===== src/shared/lfs_pkg.sv =====
package lfs_pkg;

    // ****************************************
    // Clock and interval lengths
    // ****************************************
    localparam int CLK_PERIOD_NS = 40;
    localparam int DET_MASK_NS = 10000;
    localparam int REL_MASK_NS = 10000;
    localparam int COOLDOWN_NS = 200000;
    localparam int SHORT_DEGLITCH_NS = 20000;
    localparam int FREQUENCY_SET_PIN_SETTLE_NS = 2000;

    // Least times round up to whole cycles
    localparam int DET_MASK_CYC = (DET_MASK_NS + CLK_PERIOD_NS - 1) / CLK_PERIOD_NS;
    localparam int REL_MASK_CYC = (REL_MASK_NS + CLK_PERIOD_NS - 1) / CLK_PERIOD_NS;
    localparam int COOLDOWN_CYC = (COOLDOWN_NS + CLK_PERIOD_NS - 1) / CLK_PERIOD_NS;
    localparam int SHORT_DEGLITCH_CYC = (SHORT_DEGLITCH_NS + CLK_PERIOD_NS - 1) / CLK_PERIOD_NS;
    localparam int FREQUENCY_SET_PIN_SETTLE_CYC = (FREQUENCY_SET_PIN_SETTLE_NS + CLK_PERIOD_NS - 1) / CLK_PERIOD_NS;

    localparam int CNT_W = 16;
    localparam logic [CNT_W-1:0] CNT_ZERO = 16'h0000;
    localparam logic [CNT_W-1:0] CNT_ONE = 16'h0001;

    // ****************************************
    // Peak current limit hit counter
    // ****************************************
    localparam int PEAK_W = 4;
    localparam logic [PEAK_W-1:0] PEAK_LATCH_COUNT = 4'h9;
    localparam logic [PEAK_W-1:0] PEAK_ZERO = 4'h0;
    localparam logic [PEAK_W-1:0] PEAK_ONE = 4'h1;

    // ****************************************
    // Pin vector positions
    // ****************************************
    localparam int NPIN = 15;
    localparam int PIN_EN = 0;
    localparam int PIN_SUPPLY = 1;
    localparam int PIN_THR = 2;
    localparam int PIN_DIM = 3;
    localparam int PIN_LED_OPEN = 4;
    localparam int PIN_IND_OPEN = 5;
    localparam int PIN_BATT = 6;
    localparam int PIN_SENSE = 7;
    localparam int PIN_PEAK = 8;
    localparam int PIN_FOPEN = 9;
    localparam int PIN_FSHORT = 10;
    localparam int PIN_TOVER = 11;
    localparam int PIN_TCOOL = 12;
    localparam int PIN_SLOW = 13;
    localparam int PIN_SHIGH = 14;
    localparam logic [NPIN-1:0] PIN_RESET = 15'h0000;

    // ****************************************
    // Hiccup state machine
    // ****************************************
    typedef enum logic [3:0] {
        LFS_RUN = 4'h1,
        LFS_MASK = 4'h2,
        LFS_HICCUP = 4'h4,
        LFS_RELEASE = 4'h8
    } lfs_state_type;

endpackage : lfs_pkg


===== src/shared/lfs_pin_if.sv =====
`timescale 1ns/1ns
`default_nettype none
interface lfs_pin_if #(parameter int W = 1);
    logic [W-1:0] raw;
    logic [W-1:0] clean;
    modport sync (input raw, output clean);
    modport user (output raw, input clean);
endinterface : lfs_pin_if
`default_nettype wire


===== src/hdl/lfs_sync.sv =====
`timescale 1ns/1ns
`default_nettype none
module lfs_sync #(
    parameter int W = 1,
    parameter logic [W-1:0] INIT = '0
) (
    // Clock and reset
    input wire logic sys_clk,
    input wire logic rst,
    // Pins in, qualified levels out
    lfs_pin_if.sync pins
);
    logic [W-1:0] s1_reg;
    logic [W-1:0] s2_reg;
    logic [W-1:0] s3_reg;
    logic [W-1:0] clean_reg;
    wire [W-1:0] agree = ~(s2_reg ^ s3_reg);
    wire [W-1:0] clean_next = (agree & s3_reg) | (~agree & clean_reg);

    always_ff @(posedge sys_clk or posedge rst)
    begin
        if (rst)
        begin
            s1_reg <= INIT;
            s2_reg <= INIT;
            s3_reg <= INIT;
            clean_reg <= INIT;
        end
        else
        begin
            s1_reg <= pins.raw;
            s2_reg <= s1_reg;
            s3_reg <= s2_reg;
            clean_reg <= clean_next;
        end
    end

    assign pins.clean = clean_reg;
endmodule : lfs_sync
`default_nettype wire


===== src/hdl/lfs_supervisor.sv =====
// How it works
// - Open fault counts only with threshold input high and dim above 0.4V; hiccup after mask.
// - Open fault gone: resume at hiccup end, flag high after release mask.
// - Every hiccup holds switching off for the full cool-down count.
// - Inductor open and short to battery behave exactly like open fault.
// - Sense short without peak limit: hiccup after mask, flag low.
// - Sense short cleared: resume at hiccup end, needs threshold and dim qualified.
// - Ninth peak current limit hit latches off at once, flag low.
// - Peak latch clears on enable rising with peak condition removed, or on supply power-up.
// - Frequency pin tested once after every supply power-up.
// - Frequency pin fault latches off until next power-up; enable ignored.
// - Overtemperature stops switching; restart once below threshold minus hysteresis.
// - Regulators stay on during overtemperature; only switching stops.
// - Output short flags low after deglitch, clears at once above 1.8V.
`timescale 1ns/1ns
`default_nettype none
module lfs_supervisor
    import lfs_pkg::*;
#(
    parameter int DET_MASK = lfs_pkg::DET_MASK_CYC,
    parameter int REL_MASK = lfs_pkg::REL_MASK_CYC,
    parameter int COOLDOWN = lfs_pkg::COOLDOWN_CYC,
    parameter int SHORT_DEGLITCH = lfs_pkg::SHORT_DEGLITCH_CYC,
    parameter int FREQUENCY_SET_PIN_SETTLE = lfs_pkg::FREQUENCY_SET_PIN_SETTLE_CYC
) (
    // Clock and reset
    input wire logic sys_clk,
    input wire logic rst,
    // Board control
    input wire logic enable_pin,
    input wire logic supply_good,
    input wire logic open_detect_threshold_input,
    input wire logic analog_dim_input,
    // Fault comparators
    input wire logic led_open_cmp,
    input wire logic inductor_open_cmp,
    input wire logic short_to_battery_cmp,
    input wire logic sense_short_cmp,
    input wire logic peak_limit_hit,
    input wire logic frequency_set_pin_open,
    input wire logic frequency_set_pin_short,
    input wire logic thermal_over_cmp,
    input wire logic thermal_cool_cmp,
    input wire logic output_low_cmp,
    input wire logic output_high_cmp,
    // Status and control out
    output logic fault_n,
    output logic switching_on,
    output logic regulator_on,
    output logic hiccup_active,
    output logic peak_latched,
    output logic frequency_set_pin_latched,
    output logic thermal_shutdown,
    output logic output_short
);
    import lfs_pkg::*;

    // ****************************************
    // Pin synchronisers
    // ****************************************
    lfs_pin_if #(.W(NPIN)) pins ();
    assign pins.raw = {output_high_cmp, output_low_cmp, thermal_cool_cmp, thermal_over_cmp,
                       frequency_set_pin_short, frequency_set_pin_open, peak_limit_hit,
                       sense_short_cmp, short_to_battery_cmp, inductor_open_cmp,
                       led_open_cmp, analog_dim_input, open_detect_threshold_input,
                       supply_good, enable_pin};

    lfs_sync #(.W(NPIN), .INIT(PIN_RESET)) u_sync (
        .sys_clk(sys_clk),
        .rst(rst),
        .pins(pins)
    );

    wire [NPIN-1:0] p = pins.clean;
    logic en_prev_reg;
    logic sup_prev_reg;
    logic peak_prev_reg;
    wire en_rise = p[PIN_EN] & ~en_prev_reg;
    wire powerup = p[PIN_SUPPLY] & ~sup_prev_reg;
    wire peak_rise = p[PIN_PEAK] & ~peak_prev_reg;

    // ****************************************
    // Fault qualification
    // ****************************************
    wire qualified = p[PIN_THR] & p[PIN_DIM];
    wire open_like = p[PIN_LED_OPEN] | p[PIN_IND_OPEN] | p[PIN_BATT];
    wire open_fault = qualified & open_like;
    wire sense_fault = qualified & p[PIN_SENSE] & ~p[PIN_PEAK];
    wire hiccup_cause = open_fault | sense_fault;

    // ****************************************
    // Hiccup state machine
    // ****************************************
    lfs_state_type state_reg;
    lfs_state_type state_next;
    logic [CNT_W-1:0] timer_reg;
    logic [CNT_W-1:0] timer_next;
    logic sense_kind_reg;
    logic sense_kind_next;
    wire timer_done = (timer_reg == CNT_ZERO);
    wire [CNT_W-1:0] timer_dec = timer_reg - CNT_ONE;
    // Sense short may only leave hiccup when qualified again
    wire may_resume = ~hiccup_cause & (~sense_kind_reg | qualified);

    always_comb
    begin
        state_next = state_reg;
        timer_next = timer_done ? timer_reg : timer_dec;
        sense_kind_next = sense_kind_reg;
        case (state_reg)
            LFS_RUN:
            begin
                if (hiccup_cause)
                begin
                    state_next = LFS_MASK;
                    timer_next = DET_MASK[CNT_W-1:0];
                end
            end
            LFS_MASK:
            begin
                if (!hiccup_cause)
                    state_next = LFS_RUN;
                else if (timer_done)
                begin
                    state_next = LFS_HICCUP;
                    timer_next = COOLDOWN[CNT_W-1:0];
                    sense_kind_next = sense_fault;
                end
            end
            LFS_HICCUP:
            begin
                if (timer_done)
                begin
                    if (may_resume)
                    begin
                        state_next = LFS_RELEASE;
                        timer_next = REL_MASK[CNT_W-1:0];
                    end
                    else
                    begin
                        timer_next = COOLDOWN[CNT_W-1:0];
                        // Sense kind sticks while unqualified, so it cannot slip out
                        sense_kind_next = sense_kind_reg | sense_fault;
                    end
                end
            end
            LFS_RELEASE:
            begin
                if (hiccup_cause)
                begin
                    state_next = LFS_MASK;
                    timer_next = DET_MASK[CNT_W-1:0];
                end
                else if (timer_done)
                    state_next = LFS_RUN;
            end
            default:
            begin
                state_next = LFS_RUN;
            end
        endcase
    end

    always_ff @(posedge sys_clk or posedge rst)
    begin
        if (rst)
        begin
            state_reg <= LFS_RUN;
            timer_reg <= CNT_ZERO;
            sense_kind_reg <= 1'b0;
        end
        else
        begin
            state_reg <= state_next;
            timer_reg <= timer_next;
            sense_kind_reg <= sense_kind_next;
        end
    end

    // ****************************************
    // Peak current limit latch
    // ****************************************
    logic [PEAK_W-1:0] peak_cnt_reg;
    logic peak_latch_reg;
    wire peak_clear = (en_rise & ~p[PIN_PEAK]) | powerup;
    wire peak_trip = peak_rise & (peak_cnt_reg == PEAK_LATCH_COUNT - PEAK_ONE);
    wire [PEAK_W-1:0] peak_cnt_next = peak_clear ? PEAK_ZERO :
                                      (peak_rise & ~peak_latch_reg) ? peak_cnt_reg + PEAK_ONE :
                                      peak_cnt_reg;

    // ****************************************
    // Frequency pin check
    // ****************************************
    logic [CNT_W-1:0] fcnt_reg;
    logic fcheck_reg;
    logic frequency_set_pin_latch_reg;
    wire frequency_set_pin_bad = p[PIN_FOPEN] | p[PIN_FSHORT];
    wire fcheck_end = fcheck_reg & (fcnt_reg == CNT_ZERO);

    // ****************************************
    // Thermal and output short
    // ****************************************
    logic hot_reg;
    logic [CNT_W-1:0] scnt_reg;
    logic short_reg;
    wire hot_next = p[PIN_TOVER] | (hot_reg & ~p[PIN_TCOOL]);
    wire short_set = p[PIN_SLOW] & (scnt_reg == CNT_ONE);
    wire short_next = ~p[PIN_SHIGH] & (short_set | short_reg);

    always_ff @(posedge sys_clk or posedge rst)
    begin
        if (rst)
        begin
            en_prev_reg <= 1'b0;
            sup_prev_reg <= 1'b0;
            peak_prev_reg <= 1'b0;
            peak_cnt_reg <= PEAK_ZERO;
            peak_latch_reg <= 1'b0;
            fcnt_reg <= CNT_ZERO;
            fcheck_reg <= 1'b0;
            frequency_set_pin_latch_reg <= 1'b0;
            hot_reg <= 1'b0;
            scnt_reg <= CNT_ZERO;
            short_reg <= 1'b0;
        end
        else
        begin
            en_prev_reg <= p[PIN_EN];
            sup_prev_reg <= p[PIN_SUPPLY];
            peak_prev_reg <= p[PIN_PEAK];
            peak_cnt_reg <= peak_cnt_next;
            // Trip wins over a clear in the same cycle
            peak_latch_reg <= peak_trip | (peak_latch_reg & ~peak_clear);
            if (powerup)
            begin
                fcheck_reg <= 1'b1;
                fcnt_reg <= FREQUENCY_SET_PIN_SETTLE[CNT_W-1:0];
                frequency_set_pin_latch_reg <= 1'b0;
            end
            else if (fcheck_end)
            begin
                fcheck_reg <= 1'b0;
                frequency_set_pin_latch_reg <= frequency_set_pin_bad;
            end
            else if (fcheck_reg)
                fcnt_reg <= fcnt_reg - CNT_ONE;
            hot_reg <= hot_next;
            scnt_reg <= !p[PIN_SLOW] ? SHORT_DEGLITCH[CNT_W-1:0] :
                        (scnt_reg == CNT_ZERO) ? scnt_reg : scnt_reg - CNT_ONE;
            short_reg <= short_next;
        end
    end

    // ****************************************
    // Outputs
    // ****************************************
    wire hiccup_flag = (state_reg == LFS_HICCUP) | (state_reg == LFS_RELEASE);
    wire fault_any = hiccup_flag | peak_latch_reg | frequency_set_pin_latch_reg | hot_reg | short_reg;
    // Power-up edge also holds off, before the check flag is up
    wire run_ok = p[PIN_EN] & p[PIN_SUPPLY] & ~fcheck_reg & ~powerup & ~frequency_set_pin_latch_reg
                  & ~peak_latch_reg & ~hot_reg
                  & (state_reg != LFS_HICCUP);

    always_ff @(posedge sys_clk or posedge rst)
    begin
        if (rst)
        begin
            fault_n <= 1'b1;
            switching_on <= 1'b0;
            regulator_on <= 1'b0;
            hiccup_active <= 1'b0;
            peak_latched <= 1'b0;
            frequency_set_pin_latched <= 1'b0;
            thermal_shutdown <= 1'b0;
            output_short <= 1'b0;
        end
        else
        begin
            fault_n <= ~fault_any;
            switching_on <= run_ok;
            regulator_on <= p[PIN_EN] & p[PIN_SUPPLY];
            hiccup_active <= (state_reg == LFS_HICCUP);
            peak_latched <= peak_latch_reg;
            frequency_set_pin_latched <= frequency_set_pin_latch_reg;
            thermal_shutdown <= hot_reg;
            output_short <= short_reg;
        end
    end
endmodule : lfs_supervisor
`default_nettype wire


===== config.mk =====
export PLATFORM = sky130hd
export DESIGN_NAME = lfs_supervisor
export DESIGN_NICKNAME = d
export VERILOG_FILES = /design/src/shared/lfs_pkg.sv /design/src/shared/lfs_pin_if.sv /design/src/hdl/lfs_sync.sv /design/src/hdl/lfs_supervisor.sv
export SDC_FILE = /design/constraint.sdc
export NUM_CORES = 1
export LEC_CHECK = 0
export BUFFER_PORTS_ARGS = -buffer_cell sky130_fd_sc_hd__buf_2
export CAP_MARGIN = 20
export CORE_MARGIN = 4
export CORE_UTILIZATION = 50
export CTS_CLUSTER_DIAMETER = 50
export DETAILED_ROUTE_END_ITERATION = 8
export PLACE_DENSITY = 0.67
export SYNTH_ARGS = -nofsm -noshare
export SYNTH_HDL_FRONTEND = slang
export SYNTH_SLANG_ARGS = --single-unit

===== constraint.sdc =====
create_clock -name sys_clk -period 10.3 [get_ports sys_clk]
set_input_delay 2.06 -clock sys_clk [delete_from_list [all_inputs] [get_ports sys_clk]]
set_output_delay 2.06 -clock sys_clk [all_outputs]
set_load 0.02 [all_outputs]

==> results.md, run 1 <==
* Largest net degree at the start of global routing at 81
* Worst R2R End: timer_reg[5]
* Reg2Reg Launch Point: timer_reg[3]
* Final setup viols at 0
* Core area at 0.0104 sq mm
* Setup Fix Bufs, Post-CTS at 0
* Initial antenna violation count at 0
* Initial Util at 0.516
* DRC at 0
* Mapped cell area at 0.00537 sq mm
* # port buffers at 24
* Synth Register Bits at roughly 130
* Worst-skew pair later-pin latency at 0.52 ns
* Fill count at 824
* Commonest non-fill, non-tap cell in the layout: dfrtp_1
* Final hold vios at 0
* Pwr Total at ~1400 uW
* Post-synth ARST share at 1.00
* Global route overflow at 0
* Initial drt markers at roughly 260
* CP required at 8.24 ns
* Max Clock Skew at 0.0142 ns
* I/O Pins at 25
* First drt pass iteration count at 4
* Root cell of the clock tree: clkbuf_8
* Status: finished clean
* Commonest non-fill, non-tap cells in the layout: 131 x dfrtp_1, 45 x nor2_1, 26 x nand2_1, 24 x buf_2
* Worst-Margin Slew at 0.988 ns
* Max_slew headroom at 0.340
* F_max at 0.309 GHz
* Post-synth cell types at between 60 and 70
* Die ar. at 0.0125 sq mm
* Post-route setup TNS at 0 ns
* Via Count at 3,527
* Max-Cap Viols at 0
* WP data arrival at 1.17 ns
* Proportion of synthesized chip area in sequential cells at 0.620
* Critical path launch point type: flip-flop
* Post-synth top area cell: dfrtp_1
* Top area cells in the synthesized netlist: dfrtp_1 61%, nor2_1 3.1%, maj3_1 2.8%
* Worst setup path startpoint: fault_n
* # hold bufs at CTS at 0
* Unrepaired setup endpoints after global routing: false
* Synth Flop Type: dfrtp_1
* Avg Inst Size Synth at 11.9 sq um
* Slowest CP cell: dfstp_2
* Combinational share of power at 0.122
* Leakage at 0.00269 uW
* Reg power frac at 0.441
* Reg2Reg Setup Slack at approximately 7.6 ns
* Final nets at around 520
* Pins Over Slew Limit at 0
* Tcrit/Tclk final at 0.314
* CTS tree: done
* Psw at ~360 uW
* Crit path buf inv count at 1
* Worst vdd ir at between 0.15 and 0.2 mV
* Die Span Y at ~110 um
* Mapped Cells at approximately 450
* Crit path capture: fault_n
* Detailed Route WL at 9.34 mm
* H-Tree Depth at 4
* # rows at 37
* Pint at 1030 uW
* Switching Share at 0.260
* Die width at 112 um
* Number of synthesized flops with an enable pin at 0
* RePlAce Congestion at 0.846
* N_diodes at 0
* Critical path depth at 1
* Vias in the first global route at 3,532
* Critical path class: flip-flop to output pin
* Total GRT Usage at 0.166
* Crit-path cells: buf_2
* CTS buffer count at 17
* Layout cells sized above 1 at 0.147
* Syn_nets at 478
* Max stage delay on crit path at 0.51 ns
* Warnings, synthesis at 0
* Seq. cell area at 0.00333 sq mm
* Num Clock Sinks at between 100 and 150
* Register-to-Register Path Depth at 5
* HP Class: flip-flop to flip-flop
* First-pass GRT wire length at 16.7 mm
* Cell Pwr Density at 223 mW/mm^2
* Clk buf depth at 2
* Post-CTS sizing at 0
* DR WL/cell at 14.6 um
* DR vias/cell at 5.51
* Top Family by Delay on Critical Path: flip-flops
* Multi-input combinational cell area at 0.00195 sq mm
* Detailed Place HPWL at 6.04 mm
* Clk pin slew, worst setup/hold paths at 0.06 ns
* Critical Path Fanout Max at 1
* Routed Antenna Nets at 0
* Share of the synthesized area in the top cell type at 0.610
* Area growth, synth to finish at 16.4%
* Post-layout min period at approximately 3.2 ns
* Crit end category: output pin
* Clock power frac at 0.438
metrics by stage:
stage                     hold slack [ns]  std cells  utilization  setup slack, ns  instance area [sq um]
after global routing                0.353        640        0.601             6.92                   6260
after global placement              0.333        609        0.543             6.64                   5650
after CTS                           0.349        640        0.601             7.04                   6260
after floorplan                     0.331        453            -             4.69                   5370
final                               0.347        640        0.601             7.07                   6260
after detailed placement            0.336        609        0.543             6.62                   5650
power by group through the flow:
stage,clock network [uW],registers [uW],logic [uW]
5_1_grt,651,622,195
2_1_floorplan,0,614,132
3_3_place_gp,0,620,163
3_5_place_dp,0,622,169
4_1_cts,623,614,171
6_report,610,614,170
cell usage after synthesis (2+ instances only):
| cell type | count |
|---|---|
| nor2_1 | 45 |
| nand3b_1 | 3 |
| and2_1 | 2 |
| nor3b_1 | 5 |
| o2111ai_1 | 2 |
| a211oi_1 | 4 |
| inv_1 | 16 |
| xnor2_1 | 11 |
| ha_1 | 8 |
| a21o_1 | 2 |
| maj3_1 | 15 |
| or4_1 | 6 |
| or4_2 | 2 |
| nand2b_1 | 8 |
| nand2_1 | 26 |
| nor4b_1 | 2 |
| o21ai_0 | 18 |
| clkbuf_1 | 4 |
| mux2i_1 | 2 |
| nand4_1 | 3 |
| dfstp_2 | 2 |
| or3_1 | 7 |
| o2bb2ai_1 | 2 |
| or4b_2 | 3 |
| nor4_1 | 10 |
| o21ai_1 | 2 |
| dfrtp_1 | 131 |
| o211ai_1 | 4 |
| nor3_1 | 13 |
| a21oi_1 | 18 |
| o31ai_1 | 4 |
| o21a_1 | 2 |
| xor2_1 | 16 |
| nand4b_1 | 6 |
| a31oi_1 | 2 |
| nand3_1 | 15 |
| nor2b_1 | 5 |
| or4_4 | 2 |
| and3_1 | 2 |
routing by layer:
layer | up-vias | global-route usage | wire, um
li1 | 1701 | - | -
met1 | 1742 | 0.226 | 4410
met2 | 73 | 0.251 | 4390
met3 | 11 | 0.0609 | 427
met4 | 0 | 0.0543 | 107
met5 | - | 0 | 0
cell type report:
type	count	share of cell area
Tap cell	136	0.0272
Clock inverter	10	0.0234
Sequential cell	133	0.532
Inverter	17	0.0106
Clock buffer	21	0.0734
Multi-Input combinational cell	297	0.312
Timing Repair Buffer	26	0.0216
worst min-delay path by stage:
| stage | start | end | slack [ns] | cells after the start |
|---|---|---|---|---|
| 2_1_floorplan | u_sync.s1_reg[0] | u_sync.s2_reg[0] | 0.33 | 0 |
| 3_3_place_gp | u_sync.s1_reg[4] | u_sync.s2_reg[4] | 0.33 | 0 |
| 3_5_place_dp | u_sync.s1_reg[0] | u_sync.s2_reg[0] | 0.34 | 0 |
| 4_1_cts | u_sync.s1_reg[0] | u_sync.s2_reg[0] | 0.35 | 0 |
| 5_1_grt | u_sync.s1_reg[3] | u_sync.s2_reg[3] | 0.35 | 0 |
| 6_report | u_sync.s1_reg[3] | u_sync.s2_reg[3] | 0.35 | 0 |
cells by family after synthesis:
family / share of synthesized area
AOI/OAI and AO/OA: 0.0915
adders and majority gates: 0.0466
xor gates and xnor gates: 0.0440
and+or+nand+nor: 0.175
muxes: 0.00582
buffers and inverters: 0.0175
DFF: 0.620
No activity file was read; power rests on OpenSTA's default activity.
==> inputs of run 2 (changes only) <==
Settings changed: PLACE_DENSITY 0.67 to 0.7.
Clock period 10.3 ns to 2.95 ns, I/O delays scaled along.
==> results.md, run 2 (synthesis results as in run 1) <==
* Status: finished clean (unchanged)
* Crit path buf inv count at 1 (unchanged)
* Core area at 0.0104 sq mm (unchanged)
* Tcrit/Tclk final at 0.888
* Reg2Reg Setup Slack at 0.33 ns (was 7.56 ns)
* Commonest non-fill, non-tap cell in the layout: dfrtp_1 (unchanged)
* Die Span Y at 112 um (unchanged)
* DRC at 0 (unchanged)
* Crit-path cells: inv_1 > ha_1 > or4b_4 > or4_4 > nand4b_1 > a22oi_1 > o21ai_0 (was buf_2)
* Total GRT Usage at 0.167 (was 0.166)
* F_max at 0.382 GHz
* Unrepaired setup endpoints after global routing: false (unchanged)
* # rows at 37 (unchanged)
* Max-Cap Viols at 0 (unchanged)
* Commonest non-fill, non-tap cells in the layout: 131 x dfrtp_1, 45 x nor2_1, 26 x nand2_1, 24 x buf_2 (unchanged)
* Worst-skew pair later-pin latency at 0.54 ns (was 0.52 ns)
* Worst-Margin Slew at 1.02 ns (was 0.988 ns)
* Detailed Place HPWL at 6.11 mm (was 6.04 mm)
* Vias in the first global route at 3,533 (was 3,532)
* RePlAce Congestion at 0.875 (was 0.846)
* N_diodes at 0 (unchanged)
* WP data arrival at 3.01 ns (was 1.17 ns)
* # port buffers at 24 (unchanged)
* WL met2 at 4.45 mm (was 4.39 mm)
* Critical path launch point type: flip-flop (unchanged)
* HP Class: input pin to async pin (was flip-flop to flip-flop)
* Final setup viols at 0 (unchanged)
* Max Clock Skew at 0.00453 ns (was 0.0142 ns)
* Layout cells sized above 1 at 0.162 (was 0.147)
* Finished Core Util at 0.611 (was 0.601)
* Initial Util at 0.516 (unchanged)
* Critical Path Fanout Max at 9 (was 1)
* Register-to-Register Path Depth at 7 (was 5)
* Fill count at 823 (was 824)
* Pins Over Slew Limit at 0 (unchanged)
* Initial antenna violation count at 0 (unchanged)
* Initial drt markers at 237 (was 263)
* Post-CTS sizing at 0 (unchanged)
* DR WL/cell at 14.6 um (about the same)
* DR vias/cell at 5.43 (was 5.51)
* Metal3 WL at 399 um (was 427 um)
* Post-route setup TNS at 0 ns (unchanged)
* Die width at 112 um (unchanged)
* Clk buf depth at 2 (unchanged)
* Worst vdd ir at 0.640 mV (was 0.154 mV)
* Num Clock Sinks at 133 (unchanged)
* Top Family by Delay on Critical Path: simple AND/OR/NAND/NOR gates (was flip-flops)
* Crit end category: flip-flop (was output pin)
* Critical path class: flip-flop to flip-flop (was flip-flop to output pin)
* Via Count at 3,517 (was 3,527)
* First-pass GRT wire length at 16.6 mm (was 16.7 mm)
* Post-layout min period at 2.62 ns
* CTS buffer count at 17 (unchanged)
* Routed Antenna Nets at 0 (unchanged)
* Uppermost layer routed: met4 (unchanged)
* Root cell of the clock tree: clkbuf_8 (unchanged)
* H-Tree Depth at 4 (unchanged)
* Area growth, synth to finish at 18.5% (was 16.4%)
* Setup Fix Bufs, Post-CTS at 0 (unchanged)
* First drt pass iteration count at 5 (was 4)
* Max_slew headroom at 0.309 (was 0.340)
* Global route overflow at 0 (unchanged)
* CP required at 3.34 ns (was 8.24 ns)
* Slowest CP cell: or4_4 (was dfstp_2)
* Die ar. at 0.0125 sq mm (unchanged)
* Wire length on met1 at 4.35 mm (was 4.41 mm)
* CTS tree: done (unchanged)
* Final hold vios at 0 (unchanged)
* Final nets at 524 (was 517)
* Max stage delay on crit path at 0.61 ns (was 0.51 ns)
* Worst R2R End: timer_reg[8] (was timer_reg[5])
* Reg2Reg Launch Point: timer_reg[0] (was timer_reg[3])
* Largest net degree at the start of global routing at 117 (was 81)
* I/O Pins at 25 (unchanged)
* Leakage at 0.00275 uW (was 0.00269 uW)
* Detailed Route WL at 9.47 mm (was 9.34 mm)
* # hold bufs at CTS at 0 (unchanged)
* Clk pin slew, worst setup/hold paths at 0.06 ns (about the same)
* Cell Pwr Density at 793 mW/mm^2 (was 223 mW/mm^2)
## run 2: cell types whose count changed in the layout (fill, tap and decap cells not counted), sizes merged
cell | previous run | this run
buf | 26 | 33
clkbuf | 21 | 18
bufinv | 3 | 5
clkinv | 3 | 5
clkinvlp | 3 | 2
inv | 18 | 19
## run 2: cell type report
class	count	area, sq um	area share
Sequential cell	133	3330	0.523
Multi-Input combinational cell	297	1950	0.306
Clock buffer	18	428	0.0672
Clock inverter	14	223	0.0350
Timing Repair Buffer	33	200	0.0314
Tap cell	136	170	0.0267
Inverter	17	67.6	0.0106
## run 2: routing by layer
layer	track usage	vias to the layer above
li1	-	1712
met5	0	-
met3	0.0565	25
met2	0.252	78
met4	0.0835	0
met1	0.216	1702
## run 2: worst register-to-register path, delay by kind of cell (launching register included)
family,cells,cell delay [ns]
adder cells (fa/ha/maj),1,0.16
buffers and inverters,1,0.11
AO/OA/AOI/OAI,2,0.51
AND/OR/NAND/NOR,3,1.32
flip-flops,1,0.40
## run 2: where the power goes
| part | internal [uW] | switching (uW) | total [uW] |
|---|---|---|---|
| clock | 1490 | 800 | 2290 |
| sequential | 2000 | 145 | 2140 |
| combinational | 261 | 354 | 615 |
## run 2: worst max path at each step
stage	startpoint	slack, ns	cells after the start	to
3_5_place_dp	timer_reg[0]	0.34	7	timer_reg[13]
4_1_cts	timer_reg[0]	0.32	7	timer_reg[13]
2_1_floorplan	timer_reg[0]	0.51	8	timer_reg[13]
6_report	timer_reg[0]	0.33	7	timer_reg[8]
5_1_grt	timer_reg[0]	0.19	7	timer_reg[13]
3_3_place_gp	timer_reg[0]	0.44	7	timer_reg[13]
## run 2: through the flow
stage | instance area [sq um] | total power (uW) | cells | setup WS, ns | hold WS (ns)
2_1_floorplan | 5380 | 2600 | 453 | 0.513 | 0.331
3_3_place_gp | 5720 | 2760 | 616 | 0.439 | 0.332
3_5_place_dp | 5720 | 2790 | 616 | 0.344 | 0.335
4_1_cts | 6370 | 5110 | 648 | 0.320 | 0.0389
5_1_grt | 6370 | 5320 | 648 | 0.187 | 0.0453
6_report | 6370 | 5050 | 648 | 0.329 | 0.0398
==> inputs of run 3 (changes only) <==
Settings changed: CTS_BUF_LIST set to sky130_fd_sc_hd__clkbuf_16.
==> results.md, run 3 (synthesis results as in run 1) <==
* Post-layout min period at 2.62 ns (about the same)
* Num Clock Sinks at 133 (unchanged)
* Register-to-Register Path Depth at 7 (unchanged)
* Leakage at 0.00275 uW (about the same)
* # port buffers at 24 (unchanged)
* Clk pin slew, worst setup/hold paths at 0.06 ns (about the same)
* Pins Over Slew Limit at 0 (unchanged)
* Max_slew headroom at 0.291 (was 0.309)
* Clock power frac at 0.456 (was 0.454)
* CTS tree: done (unchanged)
* Reg power frac at 0.423 (was 0.424)
* Combinational share of power at 0.121 (was 0.122)
* Root cell of the clock tree: clkbuf_16 (was clkbuf_8)
* Critical path launch point type: flip-flop (unchanged)
* Switching Share at 0.256 (was 0.257)
* HP Class: input pin to async pin (unchanged)
* # rows at 37 (unchanged)
* Final nets at 524 (unchanged)
* Die Span Y at 112 um (unchanged)
* Seq. cell area at 0.00333 sq mm (unchanged)
* Critical path class: flip-flop to flip-flop (unchanged)
* Psw at 1300 uW (about the same)
* I/O Pins at 25 (unchanged)
* Status: finished clean (unchanged)
* Initial drt markers at 249 (was 237)
* Worst-skew pair later-pin latency at 0.42 ns (was 0.54 ns)
* DR vias/cell at 5.46 (was 5.43)
* Core area at 0.0104 sq mm (unchanged)
* Detailed Route WL at 9.39 mm (was 9.47 mm)
* DRC at 0 (unchanged)
* Setup Fix Bufs, Post-CTS at 0 (unchanged)
* N_diodes at 0 (unchanged)
* F_max at 0.382 GHz (about the same)
* First drt pass iteration count at 5 (unchanged)
* Worst R2R End: timer_reg[8] (unchanged)
* Critical Path Fanout Max at 9 (unchanged)
* Die width at 112 um (unchanged)
* WP data arrival at 2.90 ns (was 3.01 ns)
* Reg2Reg Setup Slack at 0.33 ns (about the same)
* Max Clock Skew at 0.00464 ns (was 0.00453 ns)
* Total GRT Usage at 0.166 (was 0.167)
* Vias in the first global route at 3,538 (was 3,533)
* # hold bufs at CTS at 0 (unchanged)
* Fill count at 820 (was 823)
* First-pass GRT wire length at 16.6 mm (about the same)
* Die ar. at 0.0125 sq mm (unchanged)
* Area growth, synth to finish at 18.5% (about the same)
* Post-route setup TNS at 0 ns (unchanged)
* Finished Core Util at 0.612 (was 0.611)
* Worst-Margin Slew at 1.05 ns (was 1.02 ns)
* Max-Cap Viols at 0 (unchanged)
* Cell Pwr Density at 795 mW/mm^2 (was 793 mW/mm^2)
* Post-CTS sizing at 0 (unchanged)
* Multi-input combinational cell area at 0.00195 sq mm (unchanged)
* Via Count at 3,538 (was 3,517)
* Routed Antenna Nets at 0 (unchanged)
* Initial Util at 0.516 (unchanged)
* CP required at 3.23 ns (was 3.34 ns)
* Clk buf depth at 2 (unchanged)
* Detailed Place HPWL at 6.11 mm (unchanged)
* CTS buffer count at 17 (unchanged)
* Commonest non-fill, non-tap cells in the layout: 131 x dfrtp_1, 45 x nor2_1, 26 x nand2_1, 24 x buf_2 (unchanged)
* DR WL/cell at 14.5 um (was 14.6 um)
* Pint at 3770 uW (was 3750 uW)
* H-Tree Depth at 4 (unchanged)
* Largest net degree at the start of global routing at 117 (unchanged)
* Unrepaired setup endpoints after global routing: false (unchanged)
* Global route overflow at 0 (unchanged)
* RePlAce Congestion at 0.875 (unchanged)
* Tcrit/Tclk final at 0.887 (was 0.888)
* Initial antenna violation count at 0 (unchanged)
* Reg2Reg Launch Point: timer_reg[0] (unchanged)
* Crit end category: flip-flop (unchanged)
* Final setup viols at 0 (unchanged)
* Layout cells sized above 1 at 0.160 (was 0.162)
* Worst vdd ir at 0.647 mV (was 0.640 mV)
* Commonest non-fill, non-tap cell in the layout: dfrtp_1 (unchanged)
* Final hold vios at 0 (unchanged)
run 3: cell count changes in the layout (fill, tap and decap cells not counted):
cell       delta
clkbuf_16     +1
clkbuf_8      -2
clkinv_1      +1
run 3: final cells by class:
cell class | count | share of cell area
Clock buffer | 17 | 0.0668
Clock inverter | 15 | 0.0356
Inverter | 17 | 0.0106
Multi-Input combinational cell | 297 | 0.306
Sequential cell | 133 | 0.523
Tap cell | 136 | 0.0267
Timing Repair Buffer | 33 | 0.0314
run 3: worst max-delay path: stages (launching register included):
cell and delay, ns:
dfrtp_1 0.40, inv_1 0.11, ha_1 0.16, or4b_4 0.50, or4_4 0.61, nand4b_1 0.20
a22oi_1 0.35, o21ai_0 0.16
run 3: worst max path at each step:
stage	from	endpoint	slack [ns]	depth (start not counted)
CTS	timer_reg[0]	timer_reg[13]	0.32	7
global route	timer_reg[0]	timer_reg[13]	0.19	7
floorplan	timer_reg[0]	timer_reg[13]	0.51	8
global placement	timer_reg[0]	timer_reg[13]	0.44	7
finish	timer_reg[0]	timer_reg[8]	0.33	7
detailed placement	timer_reg[0]	timer_reg[13]	0.34	7
run 3: per-stage QoR:
step / setup WS (ns) / hold slack (ns) / power [uW] / instance area [sq um] / instances
4_1_cts: 0.321 / 0.155 / 5120 / 6370 / 648
6_report: 0.333 / 0.153 / 5060 / 6370 / 648
5_1_grt: 0.188 / 0.170 / 5330 / 6370 / 648
3_3_place_gp: 0.439 / 0.332 / 2760 / 5720 / 616
3_5_place_dp: 0.344 / 0.335 / 2790 / 5720 / 616
2_1_floorplan: 0.513 / 0.331 / 2600 / 5380 / 453
run 3: power groups by stage:
stage / registers, uW / clock network, uW / logic [uW]
after global routing: 2170 / 2450 / 713
after detailed placement: 2170 / 0 / 617
final: 2140 / 2310 / 614
after floorplan: 2140 / 0 / 462
after global placement: 2160 / 0 / 594
after CTS: 2140 / 2350 / 624
run 3: layer usage:
metal | vias to the layer above | GRT usage | routed length [um] | part of all wire
met1 | 1715 | 0.216 | 4220 | 0.45
met3 | 25 | 0.0516 | 449 | 0.048
li1 | 1711 | - | - | -
met2 | 87 | 0.252 | 4440 | 0.47
met5 | - | 0 | 0 | 0
met4 | 0 | 0.0860 | 284 | 0.030
